### src/verilog/aser_pkg.sv
`default_nettype none
package aser_pkg;
   // Register indices on the plain register port
   localparam logic [2:0] ADDR_CTRL = 3'h0;
   localparam logic [2:0] ADDR_BAUD = 3'h1;
   localparam logic [2:0] ADDR_TXD = 3'h2;
   localparam logic [2:0] ADDR_RXD = 3'h3;
   localparam logic [2:0] ADDR_STAT = 3'h4;
   localparam logic [2:0] ADDR_MASK = 3'h5;
   // global_control_one fields
   localparam int CTL_TX_EN = 0;
   localparam int CTL_PAR_ODD = 1;
   localparam int CTL_PAR_EN = 2;
   localparam int CTL_ADDR_MODE = 3;
   localparam int CTL_LIN_MODE = 4;
   localparam int CTL_DLB = 5;
   localparam int CTL_ALB = 6;
   localparam int CTL_SYNC_EN = 7;
   // receive_status_register fields
   localparam int ST_PE = 0;
   localparam int ST_OE = 1;
   localparam int ST_FE = 2;
   localparam int ST_SYNC_FIELD_MISMATCH_FLAG = 3;
   localparam int ST_RXRDY = 4;
   localparam int ST_BRK = 5;
   localparam int ST_FULL = 6;
   localparam int ST_TXBUSY = 7;
   localparam logic [7:0] ST_STICKY = 8'h3F;
   // Reset values
   localparam logic [7:0] CTRL_RST = 8'h01;
   localparam logic [7:0] MASK_RST = 8'h00;
   localparam int CLK_HZ = 40000000;
   localparam int BAUD_HZ = 115200;
   localparam logic [15:0] BAUD_RST = 16'(CLK_HZ / BAUD_HZ);
   // Break length in bit periods; sync tolerance as a divider shift
   localparam logic [3:0] BRK_BITS = 4'hA;
   localparam int SYNC_TOL_SHIFT = 3;
   typedef enum {RX_IDLE, RX_START, RX_BITS, RX_STOP, RX_BREAK, RX_WAITHI} aser_rx_state_t;
endpackage : aser_pkg
`default_nettype wire

### src/verilog/aser_rx_err.sv
// Behaviour
// - Receive line low ten bit periods after missing stop sets break flag, interrupt; the interrupt is raised only when mask bit 5 is set.
// - Break flag sits at bit 5 of the receive status register.
// - Break detection works only while not in LIN mode.
// - Framing flag set when stop-bit sample is not high.
// - Only the first stop bit is checked.
// - Framing error interrupts only when its enable bit is set.
// - Format mismatches are flagged, interrupting only when software enabled it.
// - LIN sync field measured, baud adjusted; out of tolerance sets mismatch flag.
// - Overrun flag set when a new character overwrites an unread one.
// - Overrun interrupts only when its enable bit is one.
// - Older unread data is replaced by new data.
// - Transmitter inserts a hardware parity bit when parity is enabled.
// - Receiver checks parity in hardware and may interrupt on error.
// - Digital loopback at module boundary; analog loopback via pad, driver on.
// - Parity error when ones count mismatches; address bit counted in address mode.
// - With parity disabled the parity flag is inactive and reads zero.
//
// Our own choices: the strobed register port and the register addresses.
`timescale 1ns/1ps
`default_nettype none
module aser_rx_err (
   input wire logic clk, // 40 MHz module clock
   input wire logic rstn, // Synchronous reset, active low
   input wire logic [2:0] addr, // Register index
   input wire logic [15:0] wdata, // Write data
   input wire logic wr, // Write strobe
   input wire logic rd, // Read strobe
   output logic [15:0] rdata, // Read data, cycle after rd
   output logic irq, // Level interrupt
   input wire logic rx_pin, // Serial receive pad input
   output logic tx_pin, // Serial transmit pad output
   output logic tx_oe // Transmit driver enable
);
   // Parity bit over payload; used by both transmitter and receiver
   function automatic logic aser_par(input logic [8:0] v, input logic odd);
      aser_par = (^v) ^ odd;
   endfunction : aser_par

   logic [7:0] ctrl_q, mask_q, stat_q, stat_d, st_set, rxd_q, txd_q;
   logic [15:0] baud_q, tmr_q, ttmr_q, meas_q;
   logic [9:0] rxsh_q, rxw;
   logic [11:0] txsh_q, tx_load;
   logic [3:0] idx_q, txn_q, brk_q;
   logic [2:0] rx_sync_q;
   logic rx_s_q, rx_prev_q, rx_full_q, sync_arm_q, sync_on_q, tx_busy_q, tx_q, irq_q, tx_oe_q;
   logic [15:0] rdata_q;
   logic tx_pad_q;
   aser_pkg::aser_rx_state_t st_q;

   // Decode
   wire wr_ctrl = wr && addr == aser_pkg::ADDR_CTRL;
   wire wr_baud = wr && addr == aser_pkg::ADDR_BAUD;
   wire wr_mask = wr && addr == aser_pkg::ADDR_MASK;
   wire rd_rxd = rd && addr == aser_pkg::ADDR_RXD;
   wire rd_stat = rd && addr == aser_pkg::ADDR_STAT;
   wire par_en = ctrl_q[aser_pkg::CTL_PAR_EN];
   wire par_odd = ctrl_q[aser_pkg::CTL_PAR_ODD];
   wire amode = ctrl_q[aser_pkg::CTL_ADDR_MODE];
   wire lin = ctrl_q[aser_pkg::CTL_LIN_MODE];
   wire dlb = ctrl_q[aser_pkg::CTL_DLB];
   wire alb = ctrl_q[aser_pkg::CTL_ALB];
   wire [3:0] nbits = 4'h8 + {3'h0, amode} + {3'h0, par_en};

   // Receive source: digital loopback closes inside; analog uses the pad with driver forced on
   wire rx_b = dlb ? tx_q : rx_s_q;
   wire fall = rx_prev_q && !rx_b;
   wire rise = !rx_prev_q && rx_b;
   wire tick = tmr_q == 16'h0000;
   wire ttick = ttmr_q == 16'h0000;

   // Align the shifted word so bit 0 is the first data bit
   assign rxw = (nbits == 4'hA) ? rxsh_q : (nbits == 4'h9) ? {1'b0, rxsh_q[9:1]} : {2'b00, rxsh_q[9:2]};
   wire rx_abit = amode && rxw[8];
   wire rx_pbit = amode ? rxw[9] : rxw[8];
   wire par_bad = par_en && aser_par({rx_abit, rxw[7:0]}, par_odd) != rx_pbit;
   wire stop_tk = st_q == aser_pkg::RX_STOP && tick;
   wire char_done = stop_tk && rx_b;
   wire fe_ev = stop_tk && !rx_b;
   wire brk_ev = st_q == aser_pkg::RX_BREAK && tick && !rx_b && brk_q == aser_pkg::BRK_BITS - 4'h1;

   // Sync field check: start-bit length against divider, tolerance one eighth
   wire [15:0] tol = baud_q >> aser_pkg::SYNC_TOL_SHIFT;
   wire sync_end = sync_on_q && rise;
   wire sync_bad = (meas_q > baud_q + tol) || (meas_q + tol < baud_q);

   // Transmit frame: start, data, optional address bit, optional parity, stop
   wire tx_go = wr && addr == aser_pkg::ADDR_TXD && !tx_busy_q && ctrl_q[aser_pkg::CTL_TX_EN];
   wire tx_p = aser_par({amode && wdata[8], wdata[7:0]}, par_odd);
   assign tx_load = amode ? (par_en ? {1'b1, tx_p, wdata[8], wdata[7:0], 1'b0} : {2'b11, wdata[8], wdata[7:0], 1'b0})
                          : (par_en ? {2'b11, tx_p, wdata[7:0], 1'b0} : {3'b111, wdata[7:0], 1'b0});

   // Event sources; parity events dropped while parity is off
   assign st_set = {2'b00, brk_ev, char_done, sync_end && sync_bad, fe_ev, char_done && rx_full_q,
                    char_done && par_bad};
   assign stat_d = ((stat_q & ~(rd_stat ? aser_pkg::ST_STICKY : 8'h00)) | st_set) & aser_pkg::ST_STICKY;

   // Pad input filter: three flops, change taken once second and third agree
   always_ff @(posedge clk) begin
      if (!rstn) begin
         rx_sync_q <= 3'h7;
         rx_s_q <= 1'b1;
      end else begin
         rx_sync_q <= {rx_sync_q[1:0], rx_pin};
         if (rx_sync_q[1] == rx_sync_q[2]) begin
            rx_s_q <= rx_sync_q[2];
         end
      end
   end

   // Software registers; sync success overwrites the divider
   always_ff @(posedge clk) begin
      if (!rstn) begin
         ctrl_q <= aser_pkg::CTRL_RST;
         mask_q <= aser_pkg::MASK_RST;
         baud_q <= aser_pkg::BAUD_RST;
      end else begin
         if (wr_ctrl) ctrl_q <= wdata[7:0];
         if (wr_mask) mask_q <= wdata[7:0];
         if (wr_baud) baud_q <= wdata;
         else if (sync_end && !sync_bad) baud_q <= meas_q;
      end
   end

   // Status, interrupt and read data; the event wins over the clear
   always_ff @(posedge clk) begin
      if (!rstn) begin
         stat_q <= 8'h00;
         irq_q <= 1'b0;
         rdata_q <= 16'h0000;
      end else begin
         stat_q <= stat_d;
         irq_q <= |(stat_q & mask_q);
         rdata_q <= 16'h0000;
         if (rd) begin
            case (addr)
               aser_pkg::ADDR_CTRL: rdata_q <= {8'h00, ctrl_q};
               aser_pkg::ADDR_BAUD: rdata_q <= baud_q;
               aser_pkg::ADDR_TXD: rdata_q <= {8'h00, txd_q};
               aser_pkg::ADDR_RXD: rdata_q <= {8'h00, rxd_q};
               aser_pkg::ADDR_STAT: rdata_q <= {8'h00, tx_busy_q, rx_full_q, stat_q[5:1], stat_q[0] && par_en};
               aser_pkg::ADDR_MASK: rdata_q <= {8'h00, mask_q};
               default: rdata_q <= 16'h0000;
            endcase
         end
      end
   end

   // Receive FSM with mid-bit sampling
   always_ff @(posedge clk) begin
      if (!rstn) begin
         st_q <= aser_pkg::RX_IDLE;
         tmr_q <= 16'h0000;
         idx_q <= 4'h0;
         brk_q <= 4'h0;
         rxsh_q <= 10'h000;
         rx_prev_q <= 1'b1;
      end else begin
         rx_prev_q <= rx_b;
         tmr_q <= tick ? baud_q - 16'h0001 : tmr_q - 16'h0001;
         case (st_q)
            aser_pkg::RX_IDLE: begin
               if (fall) begin
                  st_q <= aser_pkg::RX_START;
                  tmr_q <= baud_q >> 1;
               end
            end
            aser_pkg::RX_START: begin
               if (tick) begin
                  st_q <= rx_b ? aser_pkg::RX_IDLE : aser_pkg::RX_BITS; // Glitch shorter than half a bit is dropped
                  idx_q <= 4'h0;
               end
            end
            aser_pkg::RX_BITS: begin
               if (tick) begin
                  rxsh_q <= {rx_b, rxsh_q[9:1]};
                  idx_q <= idx_q + 4'h1;
                  if (idx_q == nbits - 4'h1) st_q <= aser_pkg::RX_STOP;
               end
            end
            aser_pkg::RX_STOP: begin
               if (tick) begin
                  brk_q <= 4'h0;
                  // Further stop bits are never sampled; a high stop restarts idle hunting at once
                  st_q <= rx_b ? aser_pkg::RX_IDLE : (lin ? aser_pkg::RX_WAITHI : aser_pkg::RX_BREAK);
               end
            end
            aser_pkg::RX_BREAK: begin
               if (tick) begin
                  brk_q <= brk_q + 4'h1;
                  if (rx_b) st_q <= aser_pkg::RX_IDLE;
                  else if (brk_ev) st_q <= aser_pkg::RX_WAITHI;
               end
            end
            aser_pkg::RX_WAITHI: begin
               if (rx_b) st_q <= aser_pkg::RX_IDLE;
            end
            default: st_q <= aser_pkg::RX_IDLE;
         endcase
      end
   end

   // Receive buffer and sync measurement; a new character always replaces the old one
   always_ff @(posedge clk) begin
      if (!rstn) begin
         rxd_q <= 8'h00;
         rx_full_q <= 1'b0;
         sync_arm_q <= 1'b0;
         sync_on_q <= 1'b0;
         meas_q <= 16'h0000;
      end else begin
         if (char_done) rxd_q <= rxw[7:0];
         rx_full_q <= char_done || (rx_full_q && !rd_rxd);
         if (st_q == aser_pkg::RX_WAITHI && lin && ctrl_q[aser_pkg::CTL_SYNC_EN]) sync_arm_q <= 1'b1;
         if (sync_arm_q && fall) begin
            sync_arm_q <= 1'b0;
            sync_on_q <= 1'b1;
            meas_q <= 16'h0001;
         end else if (sync_end) begin
            sync_on_q <= 1'b0;
         end else if (sync_on_q) begin
            meas_q <= meas_q + 16'h0001;
         end
      end
   end

   // Transmitter and pad drive
   always_ff @(posedge clk) begin
      if (!rstn) begin
         txsh_q <= 12'hFFF;
         txn_q <= 4'h0;
         ttmr_q <= 16'h0000;
         tx_busy_q <= 1'b0;
         txd_q <= 8'h00;
         tx_q <= 1'b1;
         tx_oe_q <= 1'b0;
      end else begin
         tx_oe_q <= ctrl_q[aser_pkg::CTL_TX_EN] || alb;
         if (tx_go) begin
            txd_q <= wdata[7:0];
            txsh_q <= tx_load;
            txn_q <= nbits + 4'h2;
            ttmr_q <= baud_q - 16'h0001;
            tx_busy_q <= 1'b1;
            tx_q <= 1'b0;
         end else if (tx_busy_q) begin
            ttmr_q <= ttick ? baud_q - 16'h0001 : ttmr_q - 16'h0001;
            if (ttick) begin
               txsh_q <= {1'b1, txsh_q[11:1]};
               tx_q <= txsh_q[1];
               txn_q <= txn_q - 4'h1;
               if (txn_q == 4'h1) tx_busy_q <= 1'b0;
            end
         end
      end
   end

   // Next pad level, worked out ahead so the pad gets a flop of its own while loopback still sees tx_q
   wire tx_d = tx_go ? 1'b0 : (tx_busy_q && ttick) ? txsh_q[1] : tx_q;
   wire dlb_d = wr_ctrl ? wdata[aser_pkg::CTL_DLB] : dlb;

   // Digital loopback keeps the pad idle so the far node sees nothing
   always_ff @(posedge clk) begin
      if (!rstn) begin
         tx_pad_q <= 1'b1;
      end else begin
         tx_pad_q <= tx_d || dlb_d;
      end
   end

   assign tx_pin = tx_pad_q;
   assign tx_oe = tx_oe_q;
   assign irq = irq_q;
   assign rdata = rdata_q;
endmodule : aser_rx_err
`default_nettype wire
### config.mk
export PLATFORM = sky130hd
export DESIGN_NAME = aser_rx_err
export DESIGN_NICKNAME = d
export VERILOG_FILES = /design/src/verilog/aser_pkg.sv /design/src/verilog/aser_rx_err.sv
export SDC_FILE = /design/constraint.sdc
export NUM_CORES = 1
export LEC_CHECK = 0
export BUFFER_PORTS_ARGS = -buffer_cell sky130_fd_sc_hd__buf_2
export CORE_MARGIN = 4
export CORE_UTILIZATION = 45
export DETAILED_ROUTE_END_ITERATION = 10
export PLACE_DENSITY = 0.62
export SLEW_MARGIN = 10
export SYNTH_ARGS = -nofsm -noshare
export SYNTH_HDL_FRONTEND = slang
export SYNTH_SLANG_ARGS = --single-unit
### constraint.sdc
create_clock -name clk -period 4.8 [get_ports clk]
set_input_delay 0.96 -clock clk [delete_from_list [all_inputs] [get_ports clk]]
set_output_delay 0.96 -clock clk [all_outputs]
set_load 0.02 [all_outputs]
After elaboration in Yosys (flattened, before gate mapping) --
Cells that the tools add are included.
Operators by class: add/sub/neg operators 13, $lt $le $gt $ge 2, eq/ne operators 29, mux-type cells 56, bitwise operators 8, reductions and logical operators 62
Operators with widths (number):
- $mux W32 | 9
- $pmux W32 S6 | 1
- $mux W16 | 8
- $eq A32 B3 Y1 const B | 3
- $pmux W16 S6 | 1
- $eq A32 B2 Y1 const B | 2
- $eq A32 B4 Y1 const B | 2
- $sub A16 B1 Y16 const B | 3
- $mux W12 | 3
- $add A16 B13 Y16 | 2
- $eq A32 B1 Y1 const B | 1
- $logic_not A16 Y1 | 2
- $logic_not A32 Y1 | 1
- $logic_and A1 B1 Y1 | 30
- $mux W4 | 6
- $mux W11 | 2
- $mux W10 | 2
- $mux W1 | 18
- $reduce_xor A9 Y1 | 2
- $add A16 B1 Y16 const B | 1
- $gt A16 B16 Y1 | 1
- $lt A16 B16 Y1 | 1
- $pmux W4 S2 | 2
- $ne A2 B2 Y1 const B | 7
- 34 further kinds | 60
Storage, ports and cells: bits in registers 197, output and inout bits 19, word-level logic and storage cells 198

Logic depth before layout (Yosys ltp) --
Gate-level depths: netlist of run 1.
depth in word-level cells 12, mapped depth 19

Worst setup path before layout of run 1 --
OpenSTA, ideal clock, no wires.
kind register to register, start register baud_q[4], end register stat_q[3], arrival 3.863 ns, required time 4.735 ns, path slack 0.872 ns, cell stages (with the launch flop) 18, buffers on the path 1, cell sequence dfxtp_1 ha_1 a21o_1 a21oi_1 o21ai_0 a2111o_1 a31o_2 a21oi_1 xnor2_1 ha_1 a21o_1 nand3_1 a21oi_1 a211o_1 o22ai_1 clkbuf_1 a22oi_1 nor2_1
On the way: longest elaborated chain between the ends 5
RTL lines:
- from (decl) | line aser_rx_err.sv:41 | logic [15:0] baud_q, tmr_q, ttmr_q, meas_q;
- from (signal assigned) | line aser_rx_err.sv:116 | baud_q <= aser_pkg::BAUD_RST;
- from (signal assigned) | line aser_rx_err.sv:120 | if (wr_baud) baud_q <= wdata;
- from (signal assigned) | line aser_rx_err.sv:121 | else if (sync_end && !sync_bad) baud_q <= meas_q;
- $add A16 B13 Y16 | line aser_rx_err.sv:85 | wire sync_bad = (meas_q > baud_q + tol) || (meas_q + tol < baud_q);
- $gt A16 B16 Y1 / $lt A16 B16 Y1 (equally long branches) | line aser_rx_err.sv:85
- $logic_or A1 B1 Y1 (*) | line aser_rx_err.sv:85
- $logic_and A1 B1 Y1 (*) | line aser_rx_err.sv:94 | assign st_set = {2'b00, brk_ev, char_done, sync_end && sync_bad, fe_ev, char_done && rx_full_q,
- $or A6 B6 Y6 (*) | line aser_rx_err.sv:96 | assign stat_d = ((stat_q & ~(rd_stat ? aser_pkg::ST_STICKY : 8'h00)) | st_set) & aser_pkg::ST_STICKY;
- to (signal assigned) | line aser_rx_err.sv:132 | stat_q <= stat_d;
- to (decl) | line aser_rx_err.sv:40 | logic [7:0] ctrl_q, mask_q, stat_q, stat_d, st_set, rxd_q, txd_q;
Mark *: on every way between the ends. The rest lies on a longest branch, timed or not. A chain may end at the register's enable or synchronous reset.

Final worst setup path of run 1 --
start register baud_q[11], end register baud_q[8]
On the way: longest elaborated chain between the ends 6
RTL lines (line):
- $add A16 B13 Y16 | aser_rx_err.sv:85
- $gt A16 B16 Y1 / $lt A16 B16 Y1 (equally long branches) | aser_rx_err.sv:85
- $logic_or A1 B1 Y1 (*) | aser_rx_err.sv:85
- $logic_not A1 Y1 (*) | aser_rx_err.sv:121
- $logic_and A1 B1 Y1 (*) | aser_rx_err.sv:121
- $reduce_bool A2 Y1 (no source line) (*)
Marks and branches as above.

==> impl_metrics.py, run 1 <==
metrics = {
    "timing": {
        "max_freq_mhz": 228.8,
        "slew_headroom": 0.2127,
        "finalHoldViolCount": 0,
        "worst_pin_slew_ns": 1.181,
        "maxSlewViolCount": 0,
        "min_period_ns": 4.370,
        "hold_slack_ns": 0.4302,
        "setup_slack_ns": 0.4301,
        "finalSetupTns_ns": 0,
        "clock_skew_ns": 0.01480,
        "rsz0062_at_grt": "false",
        "setup_violations": 0,
        "fin_crit_sh": 0.9104,
    },
    "routing": {
        "drt_wl_total_mm": 29.67,
        "drtIter0Drc": 786,
        "dr.pass1.iters": 6,
        "ant_nets": 0,
        "drc_errors": 0,
        "vias": 9641,
        "viasPerCell": 5.875,
        "drt-wirelength-per-cell_um": 18.08,
    },
    "cells_and_area": {
        "fillCellCount": 2283,
        "syn_to_final_growth_pct": 10.05,
        "drive_gt1_frac": 0.09661,
        "nNetsFinal": 1438,
        "fin_cells": 1641,
        "fin_area_um2": 11460,
        "multi_input_area_um2": 6613,
        "seqCellArea_um2": 3326,
        "fin_util": 0.5045,
        "n_antenna_cell": 0,
    },
    "synth": {
        "synth_top_family_by_area": "simple AND/OR/NAND/NOR gates",
        "synth_cell_types": 80,
        "synth_top_area_cell": "dfxtp_1",
        "synth_seq_area_share": 0.3192,
        "syn_nets": 1428,
        "synthAdderAreaFrac": 0.08678,
        "ys.flop_type": "dfxtp_1",
        "synthCells": 1333,
        "synthTopCellsByArea": "dfxtp_1 32%, ha_1 8.3%, nand2_1 6.2%",
        "ys_ff_latch": 166,
        "syn_area_per_cell_um2": 7.809,
        "synth_xor_area_frac": 0.07200,
        "async_reset_ff_frac": 0,
        "synth_area_um2": 10410,
        "yosysTopAreaCellShare": 0.3192,
        "synth_edf_count": 0,
        "synth-simple-area-share": 0.2386,
        "synth_compound_area_frac": 0.2069,
        "yosysWarningCount": 0,
        "synth.area.mux_share": 0.02981,
    },
    "place": {
        "gp_congestion": 0.9326,
        "post-place-ws_ns": 0.3149,
        "io_buffers": 42,
        "hpwlAfterDp_mm": 21.67,
        "placedCellCount": 1609,
        "placed_cell_area_um2": 10880,
    },
    "pwr": {
        "power.leakage_nw": 4.353,
        "power.density_nw_per_um2": 350.5,
        "total_power_mw": 4.016,
        "ir_worst_vdd_v": 0.0001842,
    },
    "clock_tree": {
        "cts_resized": 0,
        "clkSinkCount": 166,
        "h-tree-depth": 4,
        "ctsHoldBuffers": 0,
        "cts_setup_buffers": 0,
        "cts_tree": "done",
        "cts_root_buf": "clkbuf_16",
        "clkTransAtPathRegs_ns": 0.07,
        "cts_buffers": 17,
        "cts_buffer_depth": 2,
        "clk_latency_ns": 0.44,
    },
    "setup_path": {
        "cp-end-kind": "flop",
        "critPathTopFamily": "compound AO/OA/AOI/OAI gates",
        "cp_cell_sequence": "ha_1 > a21o_1 > a21o_1 > a21o_1 > a21oi_1 > o21ai_0 > nor4bb_1 > or3_1 > ha_1 > nand4_1 > nor2_1 > o2111ai_1 > o21ai_0 > o22ai_2 > buf_4 > nor4_1 > nor3_1",
        "worstSetupPathType": "flop to flop",
        "critPathRequiredTime_ns": 5.12,
        "worst-path-max-fanout": 9,
        "cp-start-kind": "flop",
        "path_buf_inv": 1,
        "timing.critical_path.mode_cell": "a21o_1",
        "cp_slowest_cell": "dfxtp_1",
        "arrival_ns": 4.69,
        "cpPeakStageDelay_ns": 0.56,
    },
    "floorplanning": {
        "chipWidth_um": 160.1,
        "dieArea_um2": 25630,
        "core_um2": 22710,
        "boundaryPins": 43,
        "die_h_um": 160.1,
        "start_util": 0.4584,
        "rows": 55,
    },
    "flow_run": {
        "maxCapViolCount": 0,
    },
    "grt": {
        "grt_max_degree": 38,
        "grt_pass1_wl_mm": 47.15,
        "antenna_found_initial": 1,
        "grt.overflow.total": 0,
        "track_usage": 0.2257,
        "grt_pass1_vias": 8823,
    },
    "run_status": {
        "status": "finished clean",
    },
    "worst_hold_path": {
        "hp-class": "flop to flop",
    },
}
## registers in the layout, indices dropped and copies added, names as in the netlist, 8 cells and up
name,flops
baud_q,16
meas_q,16
rdata,16
tmr_q,16
ttmr_q,16
txsh_q,11
rxsh_q,10
ctrl_q,8
mask_q,8
rxd_q,8
txd_q,8
## synth_stat cells, types with 13 or more instances
cell,instances
nor3_1,46
nor4_1,34
nor2_1,122
ha_1,69
a21oi_1,127
nand4_1,18
xnor2_1,60
nand3_1,38
mux2i_1,13
o21ai_0,70
a211oi_1,39
nand2_1,173
inv_1,45
a22oi_1,17
xor2_1,23
o211ai_1,21
clkbuf_1,63
nand2b_1,14
nor2b_1,17
dfxtp_1,166
## cells by family after synthesis
logic type	Yosys count
adders and majority gates	71
muxes	25
AOI/OAI and AO/OA	347
xor gates and xnor gates	84
buffers and inverters	123
and+or+nand+nor	517
DFF	166
## final timing paths
path / from / end / slack (ns) / cells after the start
max: baud_q[11] / baud_q[8] / 0.43 / 17
min: rx_sync_q[0] / rx_sync_q[1] / 0.43 / 1
max reg2reg: baud_q[11] / baud_q[8] / 0.43 / 17
min reg2reg: rx_sync_q[0] / rx_sync_q[1] / 0.43 / 1
## cell usage in the layout (no fill, tap or decap), drive strengths merged, types with 4 or more instances in the layout
cell	instances
xnor2	60
mux2	8
a21oi	127
nor2	123
xor2	23
clkbuf	18
o21bai	6
inv	53
dfxtp	166
o211ai	21
a211oi	39
a22oi	17
a21o	12
a221oi	4
or3	8
nand2b	14
nor4	36
and3	12
buf	68
mux4	4
o21ai	75
ha	69
or2	7
nand4	18
nand3	38
nor3	46
nand2	173
a31oi	10
and2	6
nor2b	17
mux2i	13
## cell type report
cell class	count	share of cell area
Multi-Input combinational cell	1044	0.5772
Sequential cell	166	0.2903
Clock buffer	18	0.03746
Timing Repair Buffer	68	0.03648
Tap cell	285	0.03113
Inverter	46	0.01507
Clock inverter	14	0.01234
## layer usage
layer / up-vias / share of wire / global-route usage
li1: 4807 / - / -
met1: 4545 / 0.48 / 0.3163
met4: 2 / 0.018 / 0.06727
met5: - / 0.00044 / 0
met2: 248 / 0.45 / 0.3518
met3: 39 / 0.054 / 0.04568
## worst register-to-register path, delay by kind of cell, from the launching register on
family | cells | cell delay [ns]
fa+ha+maj | 2 | 0.68
simple gates | 6 | 1.11
flops | 1 | 0.56
compound gates | 8 | 1.65
buf+inv | 1 | 0.25
## power breakdown
| part | total (mW) | internal [mW] | switching (mW) |
|---|---|---|---|
| clock network | 1.37 | 0.731 | 0.636 |
| logic | 1.10 | 0.452 | 0.643 |
| registers | 1.55 | 1.47 | 0.0845 |
| total | 4.02 | 2.65 | 1.36 |
Note: power is estimated with default switching activity, not from simulation.
==> run 2: changes to the inputs <==
--- a/config.mk
+++ b/config.mk
@@ -6,11 +6,13 @@
 export NUM_CORES = 1
 export LEC_CHECK = 0
 export BUFFER_PORTS_ARGS = -buffer_cell sky130_fd_sc_hd__buf_2
+export CAP_MARGIN = 20
 export CORE_MARGIN = 4
-export CORE_UTILIZATION = 45
+export CORE_UTILIZATION = 63
 export DETAILED_ROUTE_END_ITERATION = 10
-export PLACE_DENSITY = 0.62
+export PLACE_DENSITY = 0.82
 export SLEW_MARGIN = 10
 export SYNTH_ARGS = -nofsm -noshare
 export SYNTH_HDL_FRONTEND = slang
 export SYNTH_SLANG_ARGS = --single-unit
+export TNS_END_PERCENT = 20
==> run 2 against run 1 <==
Effect of this change:
- sequential share of layout area rose by 0.33 points
- sequential cell count did not move
- setup slack got worse by 0.031 ns
- combinational power barely moved
- cell count fell by 4.7%
- die area fell by 27%
- total power rose by 1.4%
- clock skew fell by 0.0078 ns
- core utilization rose by 20 points
- register-to-register slack got worse by 0.03 ns
- clock power barely moved
- via count rose by 4.0%
==> impl_metrics.py, run 2 (same netlist as run 1, synthesis figures left out) <==
metrics = {
    "pwr": {
        "power_frac_seq": 0.382,
        "combPwrFrac": 0.274,
        "p_int_mw": 2.744,
        "switching_share": 0.3264,
        "power.leakage_nw": 4.330,
        "total_power_mw": 4.074,
        "pwr-share-clk": 0.343,
        "ir_worst_vdd_v": 0.0003127,
        "power.density_nw_per_um2": 359.8,
        "switchingPower_mw": 1.330,
    },
    "place": {
        "placedCellCount": 1530,
        "placed_cell_area_um2": 10700,
        "io_buffers": 42,
        "post-place-ws_ns": 0.3090,
        "hpwlAfterDp_mm": 20.40,
        "gp_congestion": 0.9249,
    },
    "cells_and_area": {
        "syn_to_final_growth_pct": 8.762,
        "fin_area_um2": 11320,
        "seqCellArea_um2": 3324,
        "layout_commonest_cell": "nand2_1",
        "drive_gt1_frac": 0.09125,
        "final_cell_mix": "173 x nand2_1, 165 x dfxtp_1, 127 x a21oi_1",
        "fillCellCount": 1271,
        "n_antenna_cell": 0,
        "nNetsFinal": 1430,
        "fin_cells": 1564,
        "multi_input_area_um2": 6608,
    },
    "setup_path": {
        "worst-path-max-fanout": 16,
        "worstSetupPathType": "flop to flop",
        "arrival_ns": 4.74,
        "ff2ff_setup_slack_ns": 0.40,
        "cp-start-kind": "flop",
        "cp-end-kind": "flop",
        "critPathRequiredTime_ns": 5.14,
    },
    "grt": {
        "grt_pass1_vias": 9142,
        "grt_pass1_wl_mm": 45.87,
        "grt_max_degree": 46,
        "track_usage": 0.3074,
        "grt.overflow.total": 0,
        "antenna_found_initial": 0,
    },
    "clock_tree": {
        "cts_root_buf": "clkbuf_16",
        "h-tree-depth": 4,
        "clk_latency_ns": 0.43,
        "cts_tree": "done",
        "clkSinkCount": 166,
        "cts_buffer_depth": 2,
        "cts_buffers": 17,
        "clkTransAtPathRegs_ns": 0.06,
    },
    "routing": {
        "drt_wl_total_mm": 28.76,
        "dr.pass1.iters": 5,
        "drtIter0Drc": 977,
        "ant_nets": 0,
        "vias": 10030,
        "drt-wirelength-per-cell_um": 18.39,
        "viasPerCell": 6.412,
        "drc_errors": 0,
    },
    "timing": {
        "maxSlewViolCount": 0,
        "slew_headroom": 0.3207,
        "min_period_ns": 4.401,
        "finalHoldViolCount": 0,
        "setup_slack_ns": 0.3994,
        "max_freq_mhz": 227.2,
        "setup_violations": 0,
        "finalSetupTns_ns": 0,
        "rsz0062_at_grt": "false",
        "fin_crit_sh": 0.9168,
        "clock_skew_ns": 0.006970,
        "worst_pin_slew_ns": 1.015,
    },
    "floorplanning": {
        "die_h_um": 136.5,
        "core_um2": 16060,
        "dieArea_um2": 18640,
        "rows": 46,
        "start_util": 0.6483,
        "boundaryPins": 43,
        "chipWidth_um": 136.5,
    },
    "worst_hold_path": {
        "hp-class": "flop to flop",
    },
    "flow_run": {
        "maxCapViolCount": 0,
    },
    "run_status": {
        "status": "finished clean",
    },
}
-- run 2: cell types whose count changed in the layout (fill, tap and decap cells not counted), moves of 2 or more --
cell / before / now
buf_4: 25 / 17
clkbuf_8: 0 / 4
inv_6: 6 / 2
clkinv_2: 1 / 4
inv_8: 2 / 0
-- run 2: critical path, stage by stage, from the launching register on --
cell and delay (ns):
dfxtp_1 0.51, ha_1 0.24, inv_1 0.06, fa_1 0.41, nor2b_1 0.12, o21ai_0 0.10
a21boi_0 0.33, o211ai_1 0.18, a211oi_1 0.31, o31ai_1 0.14, xnor2_1 0.15, ha_1 0.30
nand4_1 0.12, nor2_1 0.16, o2111ai_1 0.10, o21ai_0 0.31, o22a_2 0.41, a211oi_1 0.14
nor3_1 0.23
-- run 2: repair_timing --
| action | 4_1_cts | 5_1_grt |
|---|---|---|
| resized for setup | 0 | 2 |
| endpoints found under the setup margin | 0 | 16 |
| setup buffers | 0 | 0 |
| hold buffers | 0 | 0 |
-- run 2: final timing paths --
| check | startpoint | endpoint | cells after the start |
|---|---|---|---|
| max | baud_q[3] | baud_q[9] | 18 |
| min | rx_sync_q[0] | rx_sync_q[1] | 1 |
| max reg2reg | baud_q[3] | baud_q[9] | 18 |
| min reg2reg | rx_sync_q[0] | rx_sync_q[1] | 1 |
-- run 2: area by class of cell --
type | instances | share of cell area
multi-input combinational | 1044 | 0.5836
sequential | 166 | 0.2936
timing repair buffer | 60 | 0.03050
tap | 216 | 0.02387
clock buffer | 21 | 0.04244
inverter | 46 | 0.01525
clock inverter | 11 | 0.01072
-- run 2: per-stage QoR --
step / utilization / hold slack [ns]
CTS: 0.7040 / 0.4117
global placement: 0.6665 / 0.3874
detailed placement: 0.6665 / 0.3933
finish: 0.7051 / 0.4092
floorplan: - / 0.3863
global route: 0.7051 / 0.4283
-- run 2: routing by layer --
metal | share of wire | vias up | track usage
li1 | - | 4787 | -
met1 | 0.43 | 4744 | 0.4187
met2 | 0.45 | 430 | 0.4767
met3 | 0.084 | 67 | 0.06471
met4 | 0.033 | 0 | 0.1237
met5 | 0 | - | 0
-- run 2: power by group through the flow --
| stage | Clock (mW) | Combinational [mW] | Sequential, mW |
|---|---|---|---|
| final | 1.40 | 1.12 | 1.56 |
| after global routing | 1.47 | 1.24 | 1.57 |
| after CTS | 1.40 | 1.09 | 1.56 |
| after detailed placement | 0 | 1.07 | 1.58 |
| after global placement | 0 | 1.04 | 1.58 |
| after floorplan | 0 | 0.866 | 1.57 |
==> run 3: changes to the inputs <==
--- a/config.mk
+++ b/config.mk
@@ -8,9 +8,9 @@
 export BUFFER_PORTS_ARGS = -buffer_cell sky130_fd_sc_hd__buf_2
 export CAP_MARGIN = 20
 export CORE_MARGIN = 4
-export CORE_UTILIZATION = 63
+export CORE_UTILIZATION = 30
 export DETAILED_ROUTE_END_ITERATION = 10
-export PLACE_DENSITY = 0.82
+export PLACE_DENSITY = 0.46
 export SLEW_MARGIN = 10
 export SYNTH_ARGS = -nofsm -noshare
 export SYNTH_HDL_FRONTEND = slang
==> run 3 against run 2 <==
Effect of this change:
- total power is 0.65% higher
- clock power hardly changed
- fmax is 0.87% higher
- core utilization is 36 points lower
- register-to-register slack better by 0.04 ns
- sequential cell count stayed put
- global-route usage is 14 points lower
- via count is 4.5% lower
==> impl_metrics.py, run 3 (same netlist as run 1, synthesis figures left out) <==
metrics = {
    "cells_and_area": {
        "nNetsFinal": 1438,
        "syn_to_final_growth_pct": 11.97,
        "layout_commonest_cell": "nand2_1",
        "final_cell_mix": "173 x nand2_1, 166 x dfxtp_1, 127 x a21oi_1",
        "fin_cells": 1803,
        "fillCellCount": 3657,
        "fin_area_um2": 11660,
        "n_antenna_cell": 0,
        "fin_util": 0.3442,
        "drive_gt1_frac": 0.09446,
    },
    "routing": {
        "ant_nets": 0,
        "viasPerCell": 5.312,
        "drc_errors": 0,
        "drtIter0Drc": 499,
        "vias": 9577,
        "drt_wl_total_mm": 32.34,
        "drt-wirelength-per-cell_um": 17.94,
        "dr.pass1.iters": 4,
    },
    "place": {
        "io_buffers": 42,
        "placed_cell_area_um2": 11060,
        "gp_congestion": 0.8373,
        "post-place-ws_ns": 0.4815,
        "hpwlAfterDp_mm": 23.67,
        "placedCellCount": 1771,
    },
    "clock_tree": {
        "cts_root_buf": "clkbuf_16",
        "h-tree-depth": 4,
        "cts_buffer_depth": 2,
        "cts_tree": "done",
        "cts_resized": 0,
        "clkTransAtPathRegs_ns": 0.07,
        "ctsHoldBuffers": 0,
        "cts_setup_buffers": 0,
        "clkSinkCount": 166,
        "clk_latency_ns": 0.45,
        "cts_buffers": 17,
    },
    "timing": {
        "worst_pin_slew_ns": 1.055,
        "max_freq_mhz": 229.2,
        "setup_violations": 0,
        "fin_crit_sh": 0.9089,
        "rsz0062_at_grt": "false",
        "finalSetupTns_ns": 0,
        "finalHoldViolCount": 0,
        "setup_slack_ns": 0.4373,
        "min_period_ns": 4.363,
        "maxSlewViolCount": 0,
        "hold_slack_ns": 0.4106,
        "slew_headroom": 0.2947,
        "clock_skew_ns": 0.01676,
    },
    "grt": {
        "antenna_found_initial": 1,
        "grt_max_degree": 42,
        "grt.overflow.total": 0,
        "gr-usage-met2": 0.2692,
        "use_met3": 0.01720,
        "track_usage": 0.1674,
        "busiest_layer": "met2",
        "grt_pass1_wl_mm": 51.21,
        "grt_pass1_vias": 9041,
        "use_met1": 0.2399,
    },
    "pwr": {
        "ir_worst_vdd_v": 0.0002608,
        "total_power_mw": 4.100,
        "power.leakage_nw": 4.359,
        "power.density_nw_per_um2": 351.8,
    },
    "setup_path": {
        "cp-end-kind": "flop",
        "critPathRequiredTime_ns": 5.16,
        "worst-path-max-fanout": 16,
        "arrival_ns": 4.72,
        "worstSetupPathType": "flop to flop",
        "cp-start-kind": "flop",
    },
    "floorplanning": {
        "die_h_um": 194.3,
        "start_util": 0.3074,
        "chipWidth_um": 194.3,
        "dieArea_um2": 37740,
        "boundaryPins": 43,
        "rows": 67,
        "core_um2": 33870,
    },
    "run_status": {
        "status": "finished clean",
    },
    "worst_hold_path": {
        "hp-class": "flop to flop",
    },
    "flow_run": {
        "maxCapViolCount": 0,
    },
}
-- run 3: routing by layer --
layer,up-vias,part of all wire
met5,-,0
met4,0,0.015
met3,25,0.029
met2,150,0.45
met1,4602,0.50
li1,4800,-
-- run 3: worst paths after layout --
path	cells after the start	from	to	slack, ns
worst max-delay path	18	baud_q[4]	baud_q[12]	0.44
worst min-delay path	1	rx_sync_q[0]	rx_sync_q[1]	0.41
worst max register to register	18	baud_q[4]	baud_q[12]	0.44
worst min register to register	1	rx_sync_q[0]	rx_sync_q[1]	0.41
-- run 3: layout make-up --
class | instances | area (um2) | share of cell area
sequential | 166 | 3323 | 0.2851
tap | 448 | 560.5 | 0.04809
multi-input combinational | 1044 | 6606 | 0.5668
inverter | 46 | 172.7 | 0.01481
clock buffer | 17 | 425.4 | 0.03650
timing repair buffer | 68 | 405.4 | 0.03478
clock inverter | 14 | 162.7 | 0.01395
-- run 3: report_power, final --
part	total, mW	switching, mW	internal [mW]
clock	1.43	0.655	0.780
sequential	1.56	0.0891	1.47
combinational	1.11	0.650	0.458
total	4.10	1.39	2.71
-- run 3: worst max-delay path, stage by stage, from the launching register on --
cell       delay, ns
dfxtp_1         0.53
inv_1           0.20
fa_1            0.49
nor2b_1         0.12
o21ai_0         0.11
a21boi_0        0.32
o211ai_1        0.19
a211oi_1        0.31
o31ai_1         0.13
xnor2_1         0.15
ha_1            0.30
nand4_1         0.11
nor2_1          0.16
o2111ai_1       0.10
o21ai_0         0.31
o22a_1          0.20
buf_4           0.22
a211oi_1        0.10
nor3_1          0.22
